===== config.mk =====
export PLATFORM = sky130hd
export DESIGN_NAME = lcd_core
export DESIGN_NICKNAME = d
export VERILOG_FILES = /design/src/lcd_pkg.sv /design/src/lcd_core.sv /design/src/lcd_fifo.sv
export SDC_FILE = /design/constraint.sdc
export NUM_CORES = 1
export LEC_CHECK = 0
export BUFFER_PORTS_ARGS = -buffer_cell sky130_fd_sc_hd__buf_2
export CELL_PAD_IN_SITES_DETAIL_PLACEMENT = 0
export CELL_PAD_IN_SITES_GLOBAL_PLACEMENT = 1
export CORE_MARGIN = 2
export CORE_UTILIZATION = 53
export DETAILED_ROUTE_END_ITERATION = 12
export PLACE_DENSITY = 0.84
export REMOVE_ABC_BUFFERS = 1
export SYNTH_ARGS = -nofsm -noshare
export SYNTH_HDL_FRONTEND = slang
export SYNTH_HIERARCHICAL = 1
export SYNTH_SLANG_ARGS = --single-unit

===== constraint.sdc =====
create_clock -name sys_clk -period 6.3 [get_ports sys_clk]
set_input_delay 1.26 -clock sys_clk [delete_from_list [all_inputs] [get_ports sys_clk]]
set_output_delay 1.26 -clock sys_clk [all_outputs]
set_load 0.02 [all_outputs]

===== src/lcd_pkg.sv =====
// Purpose: shared constants and carrier types for the loop current dac serial load block
// Assumes: one system clock at 125 MHz, serial pins sampled by that clock
// Notes:   all numbers used by more than one file live here
package lcd_pkg;
	localparam int unsigned SYS_CLK_HZ      = 125_000_000; // system clock rate
	localparam int unsigned SER_MAX_HZ      = 10_000_000;  // fastest serial clock accepted
	localparam int unsigned SER_MIN_PER_CYC = SYS_CLK_HZ / SER_MAX_HZ; // cycles per bit, floor
	localparam int unsigned NORM_BITS       = 16;          // normal-range word width
	localparam int unsigned ALARM_BITS      = 17;          // alarm word width
	localparam int unsigned CNT_BITS        = 5;           // edge counter, wraps modulo 32
	localparam logic [4:0]  NORM_MAX_CNT    = 5'h10;       // counts 0..16 select normal mode
	localparam int unsigned FIFO_DEPTH      = 16;          // words buffered between latch and dac
	localparam int unsigned OSC_DIV         = 4;           // modulator update divider
	localparam logic [16:0] CODE_RST        = 17'h00000;   // latch value after reset

	// one latched word: alarm flag plus 17-bit code
	typedef struct packed {
		logic        alarm;
		logic [16:0] code;
	} lcd_word_s;
	localparam int unsigned WORD_W = 18; // width of lcd_word_s
endpackage


===== src/lcd_core.sv =====
// Purpose: three-wire serial load, latch classification and second-order modulator
// Assumes: serial pins are asynchronous and sampled by sys_clk; serial clock <= 10 MHz
// Notes:   latched words pass a fifo before reaching the dac latch
// Function
// - data shifted in msb first on clock rise
// - latch rise pushes shift register word into the fifo
// - count clock pulses between latch strobes
// - exactly sixteen edges gives 16-bit normal transfer
// - normal code maps 4 to 20 mA
// - 17 to 31 pulses, counted modulo 32, gives alarm data
// - longer writes keep last seventeen bits
// - alarm 17-bit transfer maps 0 to 32 mA
// - reference overload forces reset, clears latch
// - second-order modulator makes single-bit stream
// - edge count classified modulo 32
// - serial clock up to 10 MHz
`timescale 1ns/1ps
module lcd_core
	import lcd_pkg::*;
#(
	parameter int unsigned DEPTH = lcd_pkg::FIFO_DEPTH
) (
	input  wire logic        sys_clk,
	input  wire logic        srst,
	input  wire logic        ser_clock,
	input  wire logic        ser_data,
	input  wire logic        ser_latch,
	input  wire logic        ref_overload,
	output logic             dac_bit,
	output logic             dac_enable,
	output logic             osc_running,
	output logic             alarm_mode,
	output logic [16:0]      dac_code,
	output logic             word_dropped
);
	import lcd_pkg::*;

	// input synchronisers, stage one read only by stage two
	logic [2:0] sync1_r;          // first stage: clock, data, latch
	logic [2:0] sync2_r;          // second stage
	logic       clk_prev_r;       // previous synced serial clock
	logic       lat_prev_r;       // previous synced latch
	logic       ovl1_r;           // overload first stage
	logic       ovl2_r;           // overload second stage
	logic       por;              // internal power-on reset
	logic       clk_rise;         // serial clock rising edge
	logic       lat_rise;         // latch rising edge
	logic [16:0] shift_r;         // input shift register
	logic [CNT_BITS-1:0] cnt_r;   // edge count, wraps modulo 32
	lcd_word_s  word;             // word handed to fifo
	lcd_word_s  fifo_out;         // word leaving fifo
	logic       f_in_ready;       // fifo can accept
	logic       f_out_valid;      // fifo has a word
	logic       tick;             // modulator update enable
	logic [$clog2(OSC_DIV)-1:0] div_r; // oscillator divider
	logic [16:0] latch_r;         // dac latch code
	logic       alarm_r;          // mode of latched code
	logic signed [20:0] int1_r;   // first integrator
	logic signed [20:0] int2_r;   // second integrator
	logic signed [20:0] fb;       // feedback level
	logic signed [20:0] in_val;   // modulator input
	logic signed [20:0] int1_nxt; // first integrator next
	logic signed [20:0] int2_nxt; // second integrator next

	// two-flop sampling of the asynchronous pins
	always_ff @(posedge sys_clk) begin
		if (srst) begin
			sync1_r <= 3'h1; // idle levels: clock low, data low, latch high
			sync2_r <= 3'h1; // matches the latch idle level, so no false rise
			ovl1_r  <= 1'b0;
			ovl2_r  <= 1'b0;
		end else begin
			sync1_r <= {ser_clock, ser_data, ser_latch};
			sync2_r <= sync1_r;
			ovl1_r  <= ref_overload;
			ovl2_r  <= ovl1_r;
		end
	end

	assign por = srst | ovl2_r; // overload acts as power-on reset

	// edge history; bit rate up to 10 MHz leaves >= 12 samples per bit
	always_ff @(posedge sys_clk) begin
		if (por) begin
			clk_prev_r <= 1'b0;
			lat_prev_r <= 1'b1; // latch idles high; avoids a phantom latch after reset
		end else begin
			clk_prev_r <= sync2_r[2];
			lat_prev_r <= sync2_r[0];
		end
	end

	assign clk_rise = sync2_r[2] & ~clk_prev_r;
	assign lat_rise = sync2_r[0] & ~lat_prev_r;

	// shift register keeps last 17 bits, msb first
	always_ff @(posedge sys_clk) begin
		if (por) begin
			shift_r <= CODE_RST;
		end else if (clk_rise) begin
			shift_r <= {shift_r[15:0], sync2_r[1]};
		end
	end

	// edge counter restarts at each latch, wraps modulo 32
	always_ff @(posedge sys_clk) begin
		if (por) begin
			cnt_r <= '0;
		end else if (lat_rise) begin
			cnt_r <= '0;
		end else if (clk_rise) begin
			cnt_r <= cnt_r + 1'b1; // natural 5-bit wrap
		end
	end

	// classify at the latch edge: 0..16 normal, 17..31 alarm
	always_comb begin
		word.alarm = (cnt_r > NORM_MAX_CNT);
		if (word.alarm) begin
			word.code = shift_r; // 17-bit transfer
		end else begin
			word.code = {1'b0, shift_r[15:0]}; // 16-bit transfer
		end
	end

	// word lost only if fifo full when latch arrives
	always_ff @(posedge sys_clk) begin
		if (por) begin
			word_dropped <= 1'b0;
		end else begin
			word_dropped <= lat_rise & ~f_in_ready;
		end
	end

	lcd_fifo #(
		.WIDTH (WORD_W),
		.DEPTH (DEPTH)
	) u_fifo (
		.sys_clk   (sys_clk),
		.srst      (por),
		.in_valid  (lat_rise),
		.in_ready  (f_in_ready),
		.in_data   (word),
		.out_valid (f_out_valid),
		.out_ready (tick),
		.out_data  (fifo_out)
	);

	// internal oscillator divider, stopped during power-on reset
	always_ff @(posedge sys_clk) begin
		if (por) begin
			div_r <= '0;
		end else begin
			div_r <= div_r + 1'b1;
		end
	end

	assign tick = (div_r == '1);

	// dac latch, cleared on reset, loaded from fifo on modulator tick
	always_ff @(posedge sys_clk) begin
		if (por) begin
			latch_r <= CODE_RST;
			alarm_r <= 1'b0;
		end else if (tick && f_out_valid) begin
			latch_r <= fifo_out.code;
			alarm_r <= fifo_out.alarm;
		end
	end

	// modulator input on a common 17-bit current scale: 1 lsb = 32/131072 mA
	// normal: 4 mA offset (0x04000) plus the 16-bit code; both modes share one
	// lsb size, so the normal code maps 4..20 mA with no scaling
	// alarm: code maps 0..32 mA directly
	always_comb begin
		if (alarm_r) begin
			in_val = 21'(latch_r);
		end else begin
			in_val = 21'(17'h04000) + 21'(latch_r[15:0]);
		end
		fb       = dac_bit ? 21'sh20000 : 21'sh00000;
		int1_nxt = int1_r + in_val - fb;
		int2_nxt = int2_r + int1_nxt - fb;
	end

	// second-order single-bit modulator
	always_ff @(posedge sys_clk) begin
		if (por) begin
			int1_r  <= '0;
			int2_r  <= '0;
			dac_bit <= 1'b0;
		end else if (tick) begin
			int1_r  <= int1_nxt;
			int2_r  <= int2_nxt;
			dac_bit <= (int2_nxt >= 21'sh10000);
		end
	end

	// status outputs
	always_ff @(posedge sys_clk) begin
		if (por) begin
			dac_enable  <= 1'b0;
			osc_running <= 1'b0;
		end else begin
			dac_enable  <= 1'b1;
			osc_running <= 1'b1;
		end
	end

	assign alarm_mode = alarm_r;
	assign dac_code   = latch_r;
endmodule


===== src/lcd_fifo.sv =====
// Purpose: small synchronous fifo with valid/ready on both sides
// Assumes: single clock, synchronous active-high reset
// Notes:   full and empty are exact; pop and push may share a cycle
`timescale 1ns/1ps
module lcd_fifo #(
	parameter int unsigned WIDTH = 18,
	parameter int unsigned DEPTH = 16
) (
	input  wire logic             sys_clk,
	input  wire logic             srst,
	input  wire logic             in_valid,
	output logic                  in_ready,
	input  wire logic [WIDTH-1:0] in_data,
	output logic                  out_valid,
	input  wire logic             out_ready,
	output logic      [WIDTH-1:0] out_data
);
	localparam int unsigned AW = $clog2(DEPTH);

	logic [WIDTH-1:0] mem [DEPTH];  // storage array
	logic [AW-1:0]    wr_ptr_r;     // write index
	logic [AW-1:0]    rd_ptr_r;     // read index
	logic [AW:0]      count_r;      // words held
	logic             push;         // accepted write
	logic             pop;          // accepted read

	assign in_ready  = (count_r != (AW+1)'(DEPTH));
	assign out_valid = (count_r != '0);
	assign push      = in_valid & in_ready;
	assign pop       = out_valid & out_ready;
	assign out_data  = mem[rd_ptr_r];

	// storage write
	always_ff @(posedge sys_clk) begin
		if (push) begin
			mem[wr_ptr_r] <= in_data;
		end
	end

	// pointers and fill count
	always_ff @(posedge sys_clk) begin
		if (srst) begin
			wr_ptr_r <= '0;
			rd_ptr_r <= '0;
			count_r  <= '0;
		end else begin
			if (push) begin
				wr_ptr_r <= wr_ptr_r + 1'b1;
			end
			if (pop) begin
				rd_ptr_r <= rd_ptr_r + 1'b1;
			end
			count_r <= count_r + (AW+1)'(push) - (AW+1)'(pop);
		end
	end
endmodule


After elaboration in Yosys (flattened, before gate mapping)
Memory sizes are Yosys's and may differ from the RTL's. A register that Yosys moved wholly into a read port is not among the register bits.
Cells that the tools add are included.

storage, ports and cells
  flip-flop bits (word level) = 92
  memory bits (writable) = 288
  input port bits = 6
  output and inout bits = 22
  logic and storage cells = 51
  memories = 1

memories
  name        words  bits a word  read ports  clocked after memory_dff  write ports  RTL line        RTL
  u_fifo.mem  16     18           1           1                         1            lcd_fifo.sv:20  logic [WIDTH-1:0] mem [DEPTH];

operators by class
  add/sub/neg operators = 11
  order comparisons = 2
  equal/unequal tests = 2
  mux-type cells = 6
  bitwise logic cells = 9
  reductions and logical operators = 3

operators with widths
  kind                                                                  number
  adder 21 bit                                                          2
  subtractor 21 x 19 -> 21 bit                                          2
  two-way mux 17 bit                                                    2
  greater-or-equal comparator 21 x 18 -> 1 bit (second input constant)  1
  two-way mux 18 bit                                                    1
  adder 15 x 16 -> 17 bit (first input constant)                        1
  adder 4 x 1 -> 4 bit (second input constant)                          2
  adder 5 x 1 -> 5 bit                                                  1
  adder 5 x 1 -> 5 bit (second input constant)                          1
  AND 1 bit                                                             5
  > comparator 5 bit (second input constant)                            1
  != test 5 bit (second input constant)                                 1
  nonzero test 5 bit                                                    1
  subtractor 5 x 1 -> 5 bit                                             1
  two-way mux 1 bit                                                     3
  NOT 1 bit                                                             3
  adder 2 x 1 -> 2 bit (second input constant)                          1
  equality test 2 bit (second input constant)                           1
  OR reduction 2 bit                                                    1
  logical AND 1 bit                                                     1
  bitwise OR 1 bit                                                      1

Logic depth before layout (Yosys ltp)
  word-level depth = 7
  depth in mapped cells = 23
  depth with buffers taken out = 23

Hierarchy
Netlist, hierarchy kept.

by module, submodules not included
  module    instances  cells an instance  area an instance (um2)  sequential area each (um2)
  lcd_fifo  1          551                11786.3                 8988.6
  lcd_core  1          778                6247.2                  1941.9

Worst setup path before layout
No wires, ideal clock.

  kind = register to register
  start = register latch_r[2], in the netlist dac_code[2] (read register of u_fifo.mem)
  end = register dac_bit
  setup time = 129 ps
  arrival = 4562 ps
  required time = 6171 ps
  path slack = 1610 ps
  stages on the path, launching flop included = 24
  path buffers = 0
  period minus slack after synthesis = 4690 ps
  path through = dfxtp_1 > inv_1 > ha_1 > inv_1 > ha_1 > nor2b_1 > o31a_1 > o41a_1 > nor2_1 > o21bai_1 > a21oi_1 > xor2_1 > ha_1 > inv_1 > ha_1 > o21a_1 > a21oi_2 > a2bb2oi_2 > a31oi_2 > o31ai_4 > and3_1 > a2111o_1 > nor4_2 > a2111oi_2

between the ends
  cells in the longest elaborated chain, start to end = 7

ends and longest elaborated chain
  element                                           RTL line         RTL
  from (decl)                                       lcd_core.sv:56   logic [16:0] latch_r;
  adder 15 x 16 -> 17 bit                           lcd_core.sv:179  in_val = 21'(17'h04000) + 21'(latch_r[15:0]);
  two-way mux 17 bit (*)                            lcd_core.sv:176  if (alarm_r) begin
  adder 21 bit (*)                                  lcd_core.sv:182  int1_nxt = int1_r + in_val - fb;
  subtractor 21 x 19 -> 21 bit (*)                  lcd_core.sv:182
  adder 21 bit (*)                                  lcd_core.sv:183  int2_nxt = int2_r + int1_nxt - fb;
  subtractor 21 x 19 -> 21 bit (*)                  lcd_core.sv:183
  greater-or-equal comparator 21 x 18 -> 1 bit (*)  lcd_core.sv:195  dac_bit <= (int2_nxt >= 21'sh10000);
  to (signal assigned)                              lcd_core.sv:195
  to (decl)                                         lcd_core.sv:29   output logic dac_bit,

Every way passes the cells marked *; elsewhere a longest branch is shown, timed or not.
A chain may end at the register's enable or synchronous reset.

Final worst setup path
  start = register latch_r[6], in the netlist dac_code[6] (read register of u_fifo.mem)
  end = register dac_bit

between the ends
  cells in the longest elaborated chain, start to end = 7

ends and longest elaborated chain
  element                                           RTL line         RTL
  adder 15 x 16 -> 17 bit                           lcd_core.sv:179
  two-way mux 17 bit (*)                            lcd_core.sv:176
  adder 21 bit (*)                                  lcd_core.sv:182
  subtractor 21 x 19 -> 21 bit (*)                  lcd_core.sv:182
  net int1_nxt[17]                                  lcd_core.sv:62   logic signed [20:0] int1_nxt;
  adder 21 bit (*)                                  lcd_core.sv:183
  subtractor 21 x 19 -> 21 bit (*)                  lcd_core.sv:183
  greater-or-equal comparator 21 x 18 -> 1 bit (*)  lcd_core.sv:195

The timed path passes the listed nets; every way through them passes the cells marked *.

==> metrics.sh <==
OUTCOME='complete, no violations'
DIE_W_UM=188.5
DETAILED_PLACE_HPWL_UM=21510
GRT_USAGE=0.2107
DR.FIRST_ITER.DRC_COUNT=779
POST_SYNTH_INSTANCE_AREA_UM2=18030
SETUP.REG_TO_REG.WORST_SLACK_NS=1.25
SETUP.WORST_PATH.END_CLASS='register'
POWER.LEAKAGE_nW=7.248
ROUTED_WIRE_LENGTH_PER_INSTANCE_UM=19.89
CRIT_END='dac_bit'
WORST_R2R_ENDPOINT='dac_bit'
YOSYSWARNINGCOUNT=6
DRC=0
GLOBALROUTE.TOTALOVERFLOW=0
CTS_HOLD_REPAIR.BUFFERS=0
CTS_TREE='yes'
HOLD_VIOLATIONS=0
DIE_HEIGHT_UM=188.5
DRT_PRE_ANTENNA_ITERS=5
CRITICAL_PATH.STARTPOINT_TYPE='register'
FIN_TNS_SETUP_NS=0
REG2REGPATHDEPTH=21
YS.FLOP_TYPE='sky130_fd_sc_hd__edfxtp_1'
NUMBER_OF_BUFFERS_INSERTED_DURING_CLOCK_TREE_SYNTHESIS=42
TRANSITION_TIME_OF_THE_TIGHTEST_SLEW_CHECK_PIN_NS=1.095
GLOBALROUTE.BUSIESTLAYER='met2'
SKEW_NS=0.02050
MET1_USAGE=0.2749
GRT.MET3_USAGE=0.03837
FILLER_FREE_CELL_COUNT_OF_THE_FINISHED_DESIGN=1854
TIMING.FINAL.SETUP_VIOLATIONS=0
COUNT_OF_H_TREE_LEVELS_BUILT_DURING_CTS=2
FIN_CRIT_NS=5.051
CORE_AREA_UM2=33530
CTS.SINK_COUNT=402
LAYOUT-DRIVE-GT1-SHARE=0.1465
CTS-ROOT-TO-SINK-BUFFERS=3
MAX_SLEW_MARGIN=0.2665
ROUTE.DETAILED.VIAS_PER_INST=5.606
NETLIST-CELL-TYPE-COUNT=75
BUFFER_PORTS.INSERTED=27
ANTENNA_FOUND_INITIAL=1
GRT_PASS1_WL_UM=57550
CAP_VIOL_MAX_COUNT=0
SETUP.WORST_PATH.START='dac_code[6]'
POWER-PER-CELL-AREA_nW_PER_UM2=358.1
OVERALL_DIE_AREA_UM2=35520
CTS_SETUP_BUFFERS=0
PLACEMENT_ROWS=67
ASYNCSETRESETFLOPFRACSYNTH=0
PLACE_INST=1776
FINAL_NETS=1470
INSERTION_DELAY_NS=0.56
IR_DROP_uV=251.8
POST_CTS_RESIZE_COUNT=0
DATA_ARRIVAL_TIME_OF_THE_CRITICAL_PATH_NS=5.49
POSTROUTEWIRELENGTH_UM=36880
WORST_SLACK_AT_PLACEMENT_NS=1.238
TOP_LEVEL_PORTS=28
FINAL_ANTENNA_NET_COUNT=0
WORSTSETUPPATHTYPE='register to register'
CLOCKROOTBUFFER='sky130_fd_sc_hd__clkbuf_16'
LARGEST_NET_DEGREE_AT_THE_START_OF_GLOBAL_ROUTING=81
N_FILL_CELL=2584
GPL.FINAL_WEIGHTED_CONGESTION=0.8073
INITIAL_UTILIZATION=0.5378
GRT_SETUP_UNREPAIRED='no'
TIMING_MAX_TRANSITION_VIOLATIONS_FINAL=0
HOLD-PATH-CELL-COUNT=1
CRITICAL_PATH.REG2REG.STARTPOINT='dac_code[6]'
CLK_TRANSITION_REPORTED_PATHS_NS=0.06
LAYOUT_SETUP_WS_NS=1.249
TIMING.CRITICAL_PATH.FANOUT_MAX=6
SYNTH-EDFF-COUNT=288
CP.REQUIRED_NS=6.74
PERIOD_UTILIZATION=0.8018
SYNTH_SEQ_CELLS=402
MIN_PATH_TYPE='register to register'
SYNTH-SEQ-AREA-SHARE=0.6061
ANTENNADIODECOUNT=0
VIAS=10390
GR-USAGE-MET2=0.3628
GRT_PASS1_VIAS=10370
FMAXACHIEVABLE_MHz=198.0
MEAN_AREA_PER_SYNTHESIZED_CELL_UM2=13.57
AREA_GROWTH_SYN_TO_LAYOUT_PCT=11.68
POSTSYNTHCELLCOUNT=1329
==> placed cells by master (no fill, tap or decap), types with 4 or more instances in the layout <==
master	Yosys	layout
sky130_fd_sc_hd__buf_2	4	27
sky130_fd_sc_hd__dfxtp_1	114	112
sky130_fd_sc_hd__mux4_2	50	50
sky130_fd_sc_hd__a21oi_1	67	67
sky130_fd_sc_hd__nand2_1	114	114
sky130_fd_sc_hd__xor2_1	22	22
sky130_fd_sc_hd__inv_1	146	146
sky130_fd_sc_hd__nand2b_1	6	6
sky130_fd_sc_hd__clkinvlp_4	0	4
sky130_fd_sc_hd__mux2i_1	25	25
sky130_fd_sc_hd__nor2_2	0	4
sky130_fd_sc_hd__clkbuf_8	0	6
sky130_fd_sc_hd__a21o_1	10	10
sky130_fd_sc_hd__nor3b_1	4	4
sky130_fd_sc_hd__buf_4	4	25
sky130_fd_sc_hd__o21a_1	11	11
sky130_fd_sc_hd__xnor2_1	22	22
sky130_fd_sc_hd__ha_1	90	89
sky130_fd_sc_hd__mux4_1	22	22
sky130_fd_sc_hd__nor4_2	1	5
sky130_fd_sc_hd__o31ai_1	4	4
sky130_fd_sc_hd__nor2_1	72	68
sky130_fd_sc_hd__o21ai_0	15	15
sky130_fd_sc_hd__nor2b_1	20	19
sky130_fd_sc_hd__nor3_1	10	10
sky130_fd_sc_hd__nand3_1	13	13
sky130_fd_sc_hd__and2_1	25	25
sky130_fd_sc_hd__a211oi_1	5	5
sky130_fd_sc_hd__o21bai_1	5	5
sky130_fd_sc_hd__a22oi_1	36	36
sky130_fd_sc_hd__edfxtp_1	288	288
sky130_fd_sc_hd__clkbuf_16	0	43
sky130_fd_sc_hd__nand4_1	9	9
sky130_fd_sc_hd__and3_1	8	8
sky130_fd_sc_hd__clkinv_2	0	7
sky130_fd_sc_hd__clkbuf_1	29	8
==> kinds of logic after synthesis <==
family          count (synthesis)  synth area share
compound gates                191           0.07341
mux                           100            0.1102
fa+ha+maj                      92           0.06466
buf+inv                       199           0.04468
simple gates                  301           0.07951
xor+xnor                       44           0.02137
flops                         402            0.6061
==> metrics by stage <==
stage          instance area (um^2)  hold slack (ns)  power [W]  utilization
3_5_place_dp                  18710           0.4043   0.004751       0.5579
6_report                      20140           0.4187   0.007211       0.6006
2_1_floorplan                 17780           0.3895   0.004431            -
5_1_grt                       20140           0.4376   0.007597       0.6006
4_1_cts                       20140           0.4185   0.007258       0.6006
3_3_place_gp                  18710           0.3973   0.004736       0.5579
==> cell type report <==
type | count | area, um^2 | area share
clock buffers | 57 | 1189 | 0.05902
well taps | 448 | 560.5 | 0.02783
clock inverters | 21 | 244.0 | 0.01211
multi-input cells | 728 | 6340 | 0.3148
inverters | 146 | 548.0 | 0.02721
repair buffers | 52 | 322.8 | 0.01603
flip-flops and latches | 402 | 10940 | 0.5430
==> where the power goes <==
group          internal (W)  total (W)  switching (W)
combinational      0.000807    0.00186        0.00105
sequential          0.00283    0.00286      0.0000242
clock               0.00146    0.00250        0.00103
==> synth_stat cells (5+ instances only) <==
master,count,area share
sky130_fd_sc_hd__a211oi_1,5,0.0021
sky130_fd_sc_hd__a21o_1,10,0.0042
sky130_fd_sc_hd__a21oi_1,67,0.019
sky130_fd_sc_hd__a22oi_1,36,0.015
sky130_fd_sc_hd__and2_1,25,0.0087
sky130_fd_sc_hd__and3_1,8,0.0028
sky130_fd_sc_hd__buf_1,10,0.0021
sky130_fd_sc_hd__buf_6,5,0.0031
sky130_fd_sc_hd__clkbuf_1,29,0.0060
sky130_fd_sc_hd__dfxtp_1,114,0.13
sky130_fd_sc_hd__edfxtp_1,288,0.48
sky130_fd_sc_hd__ha_1,90,0.062
sky130_fd_sc_hd__inv_1,146,0.030
sky130_fd_sc_hd__mux2i_1,25,0.014
sky130_fd_sc_hd__mux4_1,22,0.032
sky130_fd_sc_hd__mux4_2,50,0.062
sky130_fd_sc_hd__nand2_1,114,0.024
sky130_fd_sc_hd__nand2b_1,6,0.0021
sky130_fd_sc_hd__nand3_1,13,0.0036
sky130_fd_sc_hd__nand4_1,9,0.0031
sky130_fd_sc_hd__nor2_1,72,0.015
sky130_fd_sc_hd__nor2b_1,20,0.0069
sky130_fd_sc_hd__nor3_1,10,0.0028
sky130_fd_sc_hd__o21a_1,11,0.0046
sky130_fd_sc_hd__o21ai_0,15,0.0042
sky130_fd_sc_hd__o21bai_1,5,0.0021
sky130_fd_sc_hd__xnor2_1,22,0.011
sky130_fd_sc_hd__xor2_1,22,0.011
==> worst min-delay path by stage <==
stage                     from         end
CTS                 sync1_r[0]  sync2_r[0]
global route        sync1_r[0]  sync2_r[0]
detailed placement  sync1_r[0]  sync2_r[0]
finish              sync1_r[0]  sync2_r[0]
floorplan           sync1_r[0]  sync2_r[0]
global placement    sync1_r[0]  sync2_r[0]
==> flip-flops by register name (all words and copies together), names as in the netlist, 2 cells and up, named ones only <==
signal and count:
dac_code 17, shift_r 17, u_fifo/count_r 5, int1_r 21, div_r 2, sync1_r 3, u_fifo/wr_ptr_r 4, u_fifo/mem 288
int2_r 21, u_fifo/rd_ptr_r 4, sync2_r 3, cnt_r 5
==> per-layer routing <==
| layer | wire length, um | share of wire |
|---|---|---|
| met5 | 0 | 0 |
| met4 | 769 | 0.021 |
| met3 | 2253 | 0.061 |
| met2 | 18320 | 0.50 |
| met1 | 15540 | 0.42 |
==> critical path, cell delays in order (launching register included) <==
cell and delay [ns]:
sky130_fd_sc_hd__dfxtp_1 0.33, sky130_fd_sc_hd__inv_1 0.05, sky130_fd_sc_hd__ha_1 0.27, sky130_fd_sc_hd__inv_1 0.04, sky130_fd_sc_hd__ha_1 0.37, sky130_fd_sc_hd__a21oi_1 0.22, sky130_fd_sc_hd__nor2b_1 0.07, sky130_fd_sc_hd__a41oi_1 0.21
sky130_fd_sc_hd__o2111ai_1 0.16, sky130_fd_sc_hd__nand2_1 0.17, sky130_fd_sc_hd__o21ai_1 0.14, sky130_fd_sc_hd__and4b_1 0.22, sky130_fd_sc_hd__a311o_1 0.36, sky130_fd_sc_hd__fa_1 0.45, sky130_fd_sc_hd__ha_1 0.36, sky130_fd_sc_hd__nand4_1 0.14
sky130_fd_sc_hd__a2111oi_2 0.52, sky130_fd_sc_hd__o41ai_2 0.14, sky130_fd_sc_hd__xnor2_1 0.23, sky130_fd_sc_hd__o21ai_0 0.12, sky130_fd_sc_hd__nor3b_2 0.18, sky130_fd_sc_hd__a2111oi_2 0.22
No activity file was read; power rests on OpenSTA's default activity.
